**src/design/logic_cell_cfg.svh**
```systemverilog
// Constants for one programmable logic cell with an AXI4-Lite configuration port.
// Assumes a single 10 MHz clock and a synchronous, active-high reset.
// Functional notes
// Four-input lookup table realises any Boolean function of its four inputs.
// Cell register works as D, T, JK or SR flip-flop.
// Register has data, clock, clock enable and clear inputs.
// Register clock and clear come from global network, pin or internal logic.
// Clock enable comes from a pin or internal logic, never the global network.
// Combinational use routes the table result around the register to outputs.
// Three general outputs serve local, row and column routing.
// Each general output independently carries table result or register output.
// Two outputs feed row/column and direct link; one feeds local only.
// Packed use lets table and register serve unrelated functions on separate outputs.
// Packed register ignores the group-wide synchronous load.
// Feedback use routes the register output into the cell's own table.
// Registered and unregistered table result can be presented together.
// A dedicated cascade output feeds the adjacent cell register.
// Cascaded registers form a shift register while the table does other work.
// Clock, clears, load and enable come from group-wide shared control lines; the code clocks from clk_i, a pin or internal logic, never a group line.
// With the group enable low the register holds its value.
// Enabled active-low chip-wide reset clears the register over everything else.
// Async clear beats sync clear, which beats sync load, which beats data.
// After a clear the register holds zero until the next enabled edge.
`ifndef LOGIC_CELL_CFG_SVH
`define LOGIC_CELL_CFG_SVH
`define LC_ADDR_W 4
`define LC_DATA_W 32
`define LC_LUT_W 16
`define LC_CFG_W 14
`define LC_OFF_LUT 4'h0
`define LC_OFF_CFG 4'h4
`define LC_OFF_STAT 4'h8
`define LC_LUT_RST 16'h0000
`define LC_CFG_RST 14'h0000
`define LC_RESP_OK 2'h0
`define LC_RESP_ERR 2'h2
`define LC_AUX_IDX 3
`define LC_OUT_LOCAL 0
`define LC_OUT_ROW 1
`define LC_OUT_COL 2
`endif

```
**src/design/logic_cell_pkg.sv**
```systemverilog
// Types shared by the logic cell and its bench.
// Assumes logic_cell_cfg.svh supplies all numeric constants.
package logic_cell_pkg;
   typedef enum logic [1:0] {SRC_GLOBAL = 2'h0, SRC_PIN = 2'h1, SRC_INTERNAL = 2'h2} src_e;
   typedef enum logic [1:0] {FF_D = 2'h0, FF_T = 2'h1, FF_JK = 2'h2, FF_SR = 2'h3} ff_type_e;
   typedef enum logic [1:0] {DSEL_LUT = 2'h0, DSEL_DIRECT = 2'h1, DSEL_CHAIN = 2'h2} dsel_e;
   typedef enum logic [1:0] {WR_IDLE = 2'h1, WR_RESP = 2'h2} wr_state_e;
   // Configuration word, low bits of the config register
   typedef struct packed {
      logic chip_rst_en;
      src_e clk_src;
      src_e clr_src;
      logic ena_internal;
      ff_type_e ff_type;
      dsel_e dsel;
      logic feedback;
      logic [2:0] osel;
   } cfg_s;
   // Group-wide control lines shared by all cells of a group
   typedef struct packed {
      logic ena;
      logic aclr;
      logic sclr;
      logic sload;
      logic sload_data;
   } grp_ctrl_s;
endpackage

```
**src/design/logic_cell.sv**
```systemverilog
// One programmable logic cell: lookup table, configurable register, output routing.
// Assumes every input is synchronous to clk_i; AXI4-Lite master per its specification.
//
// The AXI4-Lite register port and the register addresses are this design's own decisions.
`timescale 1ns/100ps
`include "logic_cell_cfg.svh"
module logic_cell (
   input wire logic clk_i,
   input wire logic rst_i,
   input wire logic [3:0] data_i,
   input wire logic pin_clk_i,
   input wire logic int_clk_i,
   input wire logic pin_clr_i,
   input wire logic int_clr_i,
   input wire logic pin_ena_i,
   input wire logic int_ena_i,
   input wire logic_cell_pkg::grp_ctrl_s grp_i,
   input wire logic chain_i,
   input wire logic chip_wide_reset_n_i,
   output logic local_o,
   output logic row_o,
   output logic col_o,
   output logic cascade_o,
   input wire logic [`LC_ADDR_W-1:0] s_axi_awaddr_i,
   input wire logic s_axi_awvalid_i,
   output logic s_axi_awready_o,
   input wire logic [`LC_DATA_W-1:0] s_axi_wdata_i,
   input wire logic [3:0] s_axi_wstrb_i,
   input wire logic s_axi_wvalid_i,
   output logic s_axi_wready_o,
   output logic [1:0] s_axi_bresp_o,
   output logic s_axi_bvalid_o,
   input wire logic s_axi_bready_i,
   input wire logic [`LC_ADDR_W-1:0] s_axi_araddr_i,
   input wire logic s_axi_arvalid_i,
   output logic s_axi_arready_o,
   output logic [`LC_DATA_W-1:0] s_axi_rdata_o,
   output logic [1:0] s_axi_rresp_o,
   output logic s_axi_rvalid_o,
   input wire logic s_axi_rready_i
);

   logic [`LC_LUT_W-1:0] lut_mask_ff;
   logic_cell_pkg::cfg_s cfg_ff;
   logic q_ff;
   logic clk_prev_ff;
   logic [3:0] lut_in;
   logic lut_out;
   logic clk_lvl;
   logic tick;
   logic ena_eff;
   logic clr_lvl;
   logic chip_rst;
   logic ff_d;
   logic nxt_q;
   logic advance;
   logic packed_use;

   // Picks one of three sources; an unused code falls back to the global line
   function automatic logic sel_src(input logic_cell_pkg::src_e src, input logic glob,
                                    input logic pin, input logic intl);
      case (src)
         logic_cell_pkg::SRC_PIN: sel_src = pin;
         logic_cell_pkg::SRC_INTERNAL: sel_src = intl;
         default: sel_src = glob;
      endcase
   endfunction

   // Merges a bus word into a register under byte strobes
   function automatic logic [`LC_DATA_W-1:0] merge_strb(input logic [`LC_DATA_W-1:0] old,
                                                         input logic [`LC_DATA_W-1:0] wdat,
                                                         input logic [3:0] strb);
      logic [`LC_DATA_W-1:0] res;
      res = old;
      for (int i = 0; i < 4; i++) begin
         if (strb[i]) begin
            res[i*8 +: 8] = wdat[i*8 +: 8];
         end
      end
      merge_strb = res;
   endfunction

   // Table inputs; feedback swaps the top input for the register
   assign lut_in = {cfg_ff.feedback ? q_ff : data_i[`LC_AUX_IDX], data_i[`LC_AUX_IDX-1:0]};
   assign lut_out = lut_mask_ff[lut_in];

   // Clock and clear sources; global clock means every rising edge of clk_i
   assign clk_lvl = sel_src(cfg_ff.clk_src, 1'h0, pin_clk_i, int_clk_i);
   assign tick = (cfg_ff.clk_src == logic_cell_pkg::SRC_GLOBAL) | (clk_lvl & ~clk_prev_ff);
   assign clr_lvl = sel_src(cfg_ff.clr_src, grp_i.aclr, pin_clr_i, int_clr_i);
   // Global network is not a choice for the enable
   assign ena_eff = grp_i.ena & (cfg_ff.ena_internal ? int_ena_i : pin_ena_i);
   assign chip_rst = cfg_ff.chip_rst_en & ~chip_wide_reset_n_i;
   assign advance = tick & ena_eff;
   // Any non-table data source frees the table, so the cell is packed
   assign packed_use = (cfg_ff.dsel != logic_cell_pkg::DSEL_LUT);

   // Register data source
   always_comb begin
      case (cfg_ff.dsel)
         logic_cell_pkg::DSEL_DIRECT: ff_d = data_i[`LC_AUX_IDX];
         logic_cell_pkg::DSEL_CHAIN: ff_d = chain_i;
         default: ff_d = lut_out;
      endcase
   end

   // Flip-flop personality; second input of JK and SR is the top data pin
   always_comb begin
      case (cfg_ff.ff_type)
         logic_cell_pkg::FF_T: nxt_q = q_ff ^ ff_d;
         logic_cell_pkg::FF_JK: nxt_q = (ff_d & ~q_ff) | (~data_i[`LC_AUX_IDX] & q_ff);
         logic_cell_pkg::FF_SR: nxt_q = ~data_i[`LC_AUX_IDX] & (ff_d | q_ff);
         default: nxt_q = ff_d;
      endcase
   end

   // Previous clock level for edge detection on pin or internal sources
   always_ff @(posedge clk_i) begin
      if (rst_i) begin
         clk_prev_ff <= 1'h0;
      end else begin
         clk_prev_ff <= clk_lvl;
      end
   end

   // Cell register; clear acts on the next clk_i edge, without waiting for a cell clock edge
   always_ff @(posedge clk_i) begin
      if (rst_i) begin
         q_ff <= 1'h0;
      end else if (chip_rst) begin
         q_ff <= 1'h0;
      end else if (clr_lvl) begin
         q_ff <= 1'h0;
      end else if (advance) begin
         if (grp_i.sclr) begin
            q_ff <= 1'h0;
         end else if (grp_i.sload && !packed_use) begin
            q_ff <= grp_i.sload_data;
         end else begin
            q_ff <= nxt_q;
         end
      end
   end

   // Output routing; osel bit high picks the register, low the table
   assign local_o = cfg_ff.osel[`LC_OUT_LOCAL] ? q_ff : lut_out;
   assign row_o = cfg_ff.osel[`LC_OUT_ROW] ? q_ff : lut_out;
   assign col_o = cfg_ff.osel[`LC_OUT_COL] ? q_ff : lut_out;
   assign cascade_o = q_ff;

   // Bus write side
   logic_cell_pkg::wr_state_e wr_state_ff;
   logic aw_hold_ff;
   logic w_hold_ff;
   logic [`LC_ADDR_W-1:0] awaddr_ff;
   logic [`LC_DATA_W-1:0] wdata_ff;
   logic [3:0] wstrb_ff;
   logic [1:0] bresp_ff;
   logic wr_go;
   logic wr_hit;

   assign s_axi_awready_o = ~aw_hold_ff & (wr_state_ff == logic_cell_pkg::WR_IDLE);
   assign s_axi_wready_o = ~w_hold_ff & (wr_state_ff == logic_cell_pkg::WR_IDLE);
   assign wr_go = aw_hold_ff & w_hold_ff & (wr_state_ff == logic_cell_pkg::WR_IDLE);
   assign wr_hit = (awaddr_ff == `LC_OFF_LUT) | (awaddr_ff == `LC_OFF_CFG);
   assign s_axi_bvalid_o = (wr_state_ff == logic_cell_pkg::WR_RESP);
   assign s_axi_bresp_o = bresp_ff;

   // Address and data are caught in either order and held until the write
   always_ff @(posedge clk_i) begin
      if (rst_i) begin
         aw_hold_ff <= 1'h0;
         w_hold_ff <= 1'h0;
         awaddr_ff <= '0;
         wdata_ff <= '0;
         wstrb_ff <= 4'h0;
      end else begin
         if (s_axi_awvalid_i && s_axi_awready_o) begin
            aw_hold_ff <= 1'h1;
            awaddr_ff <= s_axi_awaddr_i;
         end else if (wr_go) begin
            aw_hold_ff <= 1'h0;
         end
         if (s_axi_wvalid_i && s_axi_wready_o) begin
            w_hold_ff <= 1'h1;
            wdata_ff <= s_axi_wdata_i;
            wstrb_ff <= s_axi_wstrb_i;
         end else if (wr_go) begin
            w_hold_ff <= 1'h0;
         end
      end
   end

   // Write response state; no new write is taken while a response waits
   always_ff @(posedge clk_i) begin
      if (rst_i) begin
         wr_state_ff <= logic_cell_pkg::WR_IDLE;
         bresp_ff <= `LC_RESP_OK;
      end else begin
         case (wr_state_ff)
            logic_cell_pkg::WR_IDLE: begin
               if (wr_go) begin
                  wr_state_ff <= logic_cell_pkg::WR_RESP;
                  bresp_ff <= wr_hit ? `LC_RESP_OK : `LC_RESP_ERR;
               end
            end
            logic_cell_pkg::WR_RESP: begin
               if (s_axi_bready_i) begin
                  wr_state_ff <= logic_cell_pkg::WR_IDLE;
               end
            end
            default: wr_state_ff <= logic_cell_pkg::WR_IDLE;
         endcase
      end
   end

   // Strobe-merged words; a function result cannot be part-selected directly
   logic [`LC_DATA_W-1:0] lut_merged;
   logic [`LC_DATA_W-1:0] cfg_merged;
   assign lut_merged = merge_strb(`LC_DATA_W'(lut_mask_ff), wdata_ff, wstrb_ff);
   assign cfg_merged = merge_strb(`LC_DATA_W'(cfg_ff), wdata_ff, wstrb_ff);

   // Table mask and configuration registers
   always_ff @(posedge clk_i) begin
      if (rst_i) begin
         lut_mask_ff <= `LC_LUT_RST;
         cfg_ff <= logic_cell_pkg::cfg_s'(`LC_CFG_RST);
      end else if (wr_go && awaddr_ff == `LC_OFF_LUT) begin
         lut_mask_ff <= lut_merged[`LC_LUT_W-1:0];
      end else if (wr_go && awaddr_ff == `LC_OFF_CFG) begin
         cfg_ff <= logic_cell_pkg::cfg_s'(cfg_merged[`LC_CFG_W-1:0]);
      end
   end

   // Bus read side; status shows the live cell state
   logic rvalid_ff;
   logic [`LC_DATA_W-1:0] rdata_ff;
   logic [1:0] rresp_ff;

   assign s_axi_arready_o = ~rvalid_ff;
   assign s_axi_rvalid_o = rvalid_ff;
   assign s_axi_rdata_o = rdata_ff;
   assign s_axi_rresp_o = rresp_ff;

   always_ff @(posedge clk_i) begin
      if (rst_i) begin
         rvalid_ff <= 1'h0;
         rdata_ff <= '0;
         rresp_ff <= `LC_RESP_OK;
      end else if (s_axi_arvalid_i && s_axi_arready_o) begin
         rvalid_ff <= 1'h1;
         rresp_ff <= `LC_RESP_OK;
         case (s_axi_araddr_i)
            `LC_OFF_LUT: rdata_ff <= `LC_DATA_W'(lut_mask_ff);
            `LC_OFF_CFG: rdata_ff <= `LC_DATA_W'(cfg_ff);
            `LC_OFF_STAT: rdata_ff <= `LC_DATA_W'({clr_lvl, ena_eff, lut_out, q_ff});
            default: begin
               rdata_ff <= '0;
               rresp_ff <= `LC_RESP_ERR;
            end
         endcase
      end else if (s_axi_rready_i) begin
         rvalid_ff <= 1'h0;
      end
   end
endmodule

```
**config.mk**
```make
export PLATFORM = sky130hd
export DESIGN_NAME = logic_cell
export DESIGN_NICKNAME = d
export VERILOG_FILES = /design/src/design/logic_cell_pkg.sv /design/src/design/logic_cell.sv
export VERILOG_INCLUDE_DIRS = /design/src /design/src/design
export SDC_FILE = /design/constraint.sdc
export NUM_CORES = 1
export LEC_CHECK = 0
export BUFFER_PORTS_ARGS = -buffer_cell sky130_fd_sc_hd__buf_4
export CORE_AREA = 2 2 86 88
export CTS_CLUSTER_DIAMETER = 50
export DETAILED_ROUTE_END_ITERATION = 10
export DIE_AREA = 0 0 88 90
export GPL_TIMING_DRIVEN = 0
export PLACE_DENSITY = 0.79
export SYNTH_ARGS = -nofsm -noshare
export SYNTH_HDL_FRONTEND = slang
export SYNTH_SLANG_ARGS = --single-unit
```
**constraint.sdc**
```tcl
create_clock -name clk_i -period 2.96 [get_ports clk_i]
set_input_delay 0.296 -clock clk_i [delete_from_list [all_inputs] [get_ports clk_i]]
set_output_delay 0.296 -clock clk_i [all_outputs]
set_load 0.05 [all_outputs]
```
==> impl_metrics.py <==
metrics = {
    "status": {
        "status": "finished clean",
    },
    "drt": {
        "vias": 3091,
        "drc": 0,
        "post_drt_wl_per_cell_um": 14.2,
        "firstDrtPassIters": 5,
        "met1Wirelength_mm": 3.80,
        "ant_nets": 0,
        "drt_iter0_markers": 136,
        "wl_met3_um": 558,
        "dr_wl_met2_mm": 4.16,
        "wl_mm": 8.59,
        "viasPerCell": 5.11,
        "top_layer_used": "met4",
    },
    "power": {
        "internal-power_w": 0.00161,
        "p_per_area_nw_per_um2": 490,
        "p_sw_w": 0.000574,
        "leakage_nw": 2.08,
        "power_frac_clock": 0.368,
        "ir_drop_v": 0.000284,
        "swShare": 0.263,
        "p_comb_frac": 0.135,
        "p_seq_frac": 0.498,
    },
    "worst_setup_path": {
        "arrival_ns": 2.96,
        "timing.setup.critical_path_class": "reg -> reg",
        "path_cells": "mux4_1 -> mux2_2 -> or3b_1 -> and3_1 -> inv_1 -> ha_1 -> o21ai_0 -> a221o_1 -> nor4_1 -> a211o_1",
        "critical-path-top-delay-family": "multiplexers",
        "cpPeakStageDelay_ns": 0.50,
        "cp_num_buf_inv": 1,
        "cp_slowest_cell": "mux4_1",
        "end_kind": "flip-flop",
        "startpoint_type": "flip-flop",
        "required_ns": 3.20,
        "worstPathMaxFanout": 3,
    },
    "finish": {
        "ff_latch_area_sq_um": 1540,
        "area_delta_synth_final_pct": 27.2,
        "layout_commonest_cell": "buf_4",
        "final_cells": 605,
        "diodes": 0,
        "final_cell_mix": "93 x buf_4, 77 x dfxtp_1, 62 x nor2_1",
        "drive_above_1_share": 0.221,
        "num-nets-final": 578,
        "multi_input_area_sq_um": 1780,
        "nFillCells": 614,
    },
    "timing": {
        "hold_slack_ns": 0.117,
        "finalCritPeriodShare": 0.919,
        "tightest_slew_ns": 0.653,
        "finalSetupViolations": 0,
        "period_minus_slack_ns": 2.72,
        "hold_viol": 0,
        "timing.slew.headroom": 0.565,
        "fmax_mhz": 367,
        "rsz0062_at_grt": "no",
        "final.setup.tns_ns": 0,
        "drv_slew": 0,
        "skew_ns": 0.00596,
    },
    "logic_synthesis": {
        "synth_cell_types": 39,
        "ys_seq_area_frac": 0.439,
        "synth_edf_count": 0,
        "async_flop_share": 0,
        "syn_inst": 398,
        "synth_area_per_cell_sq_um": 8.81,
        "ys_warn_count": 0,
        "ys.flop_type": "dfxtp_1",
        "synth-seq-cells": 77,
        "syn_area_sq_um": 3510,
    },
    "cts": {
        "htreeDepth": 3,
        "clock_latency_ns": 0.35,
        "cts_tree": "built",
        "cts_setup_buffers": 0,
        "cts_buffers": 9,
        "cts_buffer_depth": 2,
        "cts.sinks": 77,
        "clkSlewWorstSetupHoldPaths_ns": 0.07,
        "cts_root_buf": "clkbuf_8",
        "post_cts_resized": 0,
        "cts-hold-fix-buffers": 0,
    },
    "placement": {
        "gp_congestion": 0.850,
        "dp_cells": 589,
        "hpwl_mm": 6.62,
        "portBuffers": 75,
    },
    "floorplanning": {
        "dieArea_sq_um": 7920,
        "start_util": 0.500,
        "rows": 31,
        "die_width_um": 88,
        "die_y_um": 90,
        "core_sq_um": 7020,
        "io_pins": 113,
    },
    "global_routing": {
        "antenna_found_initial": 0,
        "grt_pass1_wl_mm": 14.0,
        "grt_start_max_net_pins": 13,
        "grt_pass1_vias": 2965,
        "grt_overflow": 0,
        "track_usage": 0.225,
    },
    "hold_path": {
        "hp-class": "in -> reg",
    },
    "flow_run": {
        "drv_cap": 0,
    },
}
[stage by stage]
step / util / area, sq um / worst slack [ns] / power (W)
after floorplan: - / 3570 / 0.388 / 0.00130
after global placement: 0.607 / 4260 / 0.137 / 0.00140
after detailed placement: 0.607 / 4260 / 0.101 / 0.00140
after CTS: 0.636 / 4460 / 0.236 / 0.00219
after global routing: 0.636 / 4460 / 0.109 / 0.00227
final: 0.636 / 4460 / 0.239 / 0.00218
[registers in the layout (all words and copies together) (netlist names)]
| signal | count |
|---|---|
| lut_mask_ff | 16 |
| s_axi_rdata_o | 16 |
| wdata_ff | 16 |
| cfg_ff | 14 |
| awaddr_ff | 4 |
| wr_state_ff | 2 |
| wstrb_ff | 2 |
| aw_hold_ff | 1 |
| cascade_o | 1 |
| clk_prev_ff | 1 |
| s_axi_bresp_o | 1 |
| s_axi_rresp_o | 1 |
| s_axi_rvalid_o | 1 |
| w_hold_ff | 1 |
[path summary, 6_finish.rpt]
| path | start | endpoint | slack, ns | depth (start not counted) |
|---|---|---|---|---|
| worst max-delay path | lut_mask_ff[5]$_SDFFE_PP0P_ | cascade_o$_SDFFE_PP0P_ | 0.24 | 10 |
| worst min-delay path | s_axi_rready_i | s_axi_rvalid_o$_SDFFE_PP0P_ | 0.12 | 2 |
| worst max register to register | lut_mask_ff[5]$_SDFFE_PP0P_ | cascade_o$_SDFFE_PP0P_ | 0.24 | 10 |
| worst min register to register | wdata_ff[15]$_SDFFE_PP0P_ | wdata_ff[15]$_SDFFE_PP0P_ | 0.46 | 2 |
[cell families after synthesis]
logic type,synth area share
AOI/OAI and AO/OA,0.122
adders and majority gates,0.0321
buffers and inverters,0.0717
DFF,0.439
muxes,0.150
other,0.00107
and+or+nand+nor,0.184
[synthesized netlist by cell type, types with 2 or more instances]
cell type | n | share of area
inv_1 | 13 | 0.014
nor2b_1 | 3 | 0.0054
nand3_1 | 5 | 0.0071
nor2_1 | 62 | 0.066
nor4_1 | 3 | 0.0054
a211oi_1 | 3 | 0.0064
mux2_2 | 3 | 0.0096
mux2i_1 | 39 | 0.11
clkbuf_1 | 18 | 0.019
o21ai_0 | 6 | 0.0086
buf_4 | 18 | 0.039
a21o_1 | 2 | 0.0043
o22ai_1 | 3 | 0.0054
mux4_1 | 3 | 0.022
ha_1 | 9 | 0.032
a22oi_1 | 15 | 0.032
nand2b_1 | 4 | 0.0071
and2_1 | 4 | 0.0071
nor3_1 | 3 | 0.0043
a21oi_1 | 35 | 0.050
nand3b_1 | 3 | 0.0064
dfxtp_1 | 77 | 0.44
a221o_1 | 2 | 0.0057
nand2_1 | 50 | 0.053
[area by class of cell]
| class | instances | area share |
|---|---|---|
| inverter | 13 | 0.0109 |
| clock buffer | 13 | 0.0356 |
| tap | 99 | 0.0278 |
| multi-input combinational | 289 | 0.399 |
| sequential | 77 | 0.345 |
| timing repair buffer | 75 | 0.126 |
| buffer | 36 | 0.0454 |
| clock inverter | 3 | 0.00981 |
[power by group through the flow]
stage / Combinational (W) / Clock [W] / Sequential, W
after floorplan: 0.000184 / 0 / 0.00112
after global placement: 0.000287 / 0 / 0.00111
after detailed placement: 0.000291 / 0 / 0.00111
after CTS: 0.000293 / 0.000810 / 0.00109
after global routing: 0.000319 / 0.000858 / 0.00109
final: 0.000294 / 0.000803 / 0.00109
[per-layer routing]
layer  track usage  up-vias
met5             0        -
met2         0.369      104
met1         0.291     1438
met4        0.0833        0
li1              -     1540
met3        0.0432        9
No activity file was read; power rests on OpenSTA's default activity.
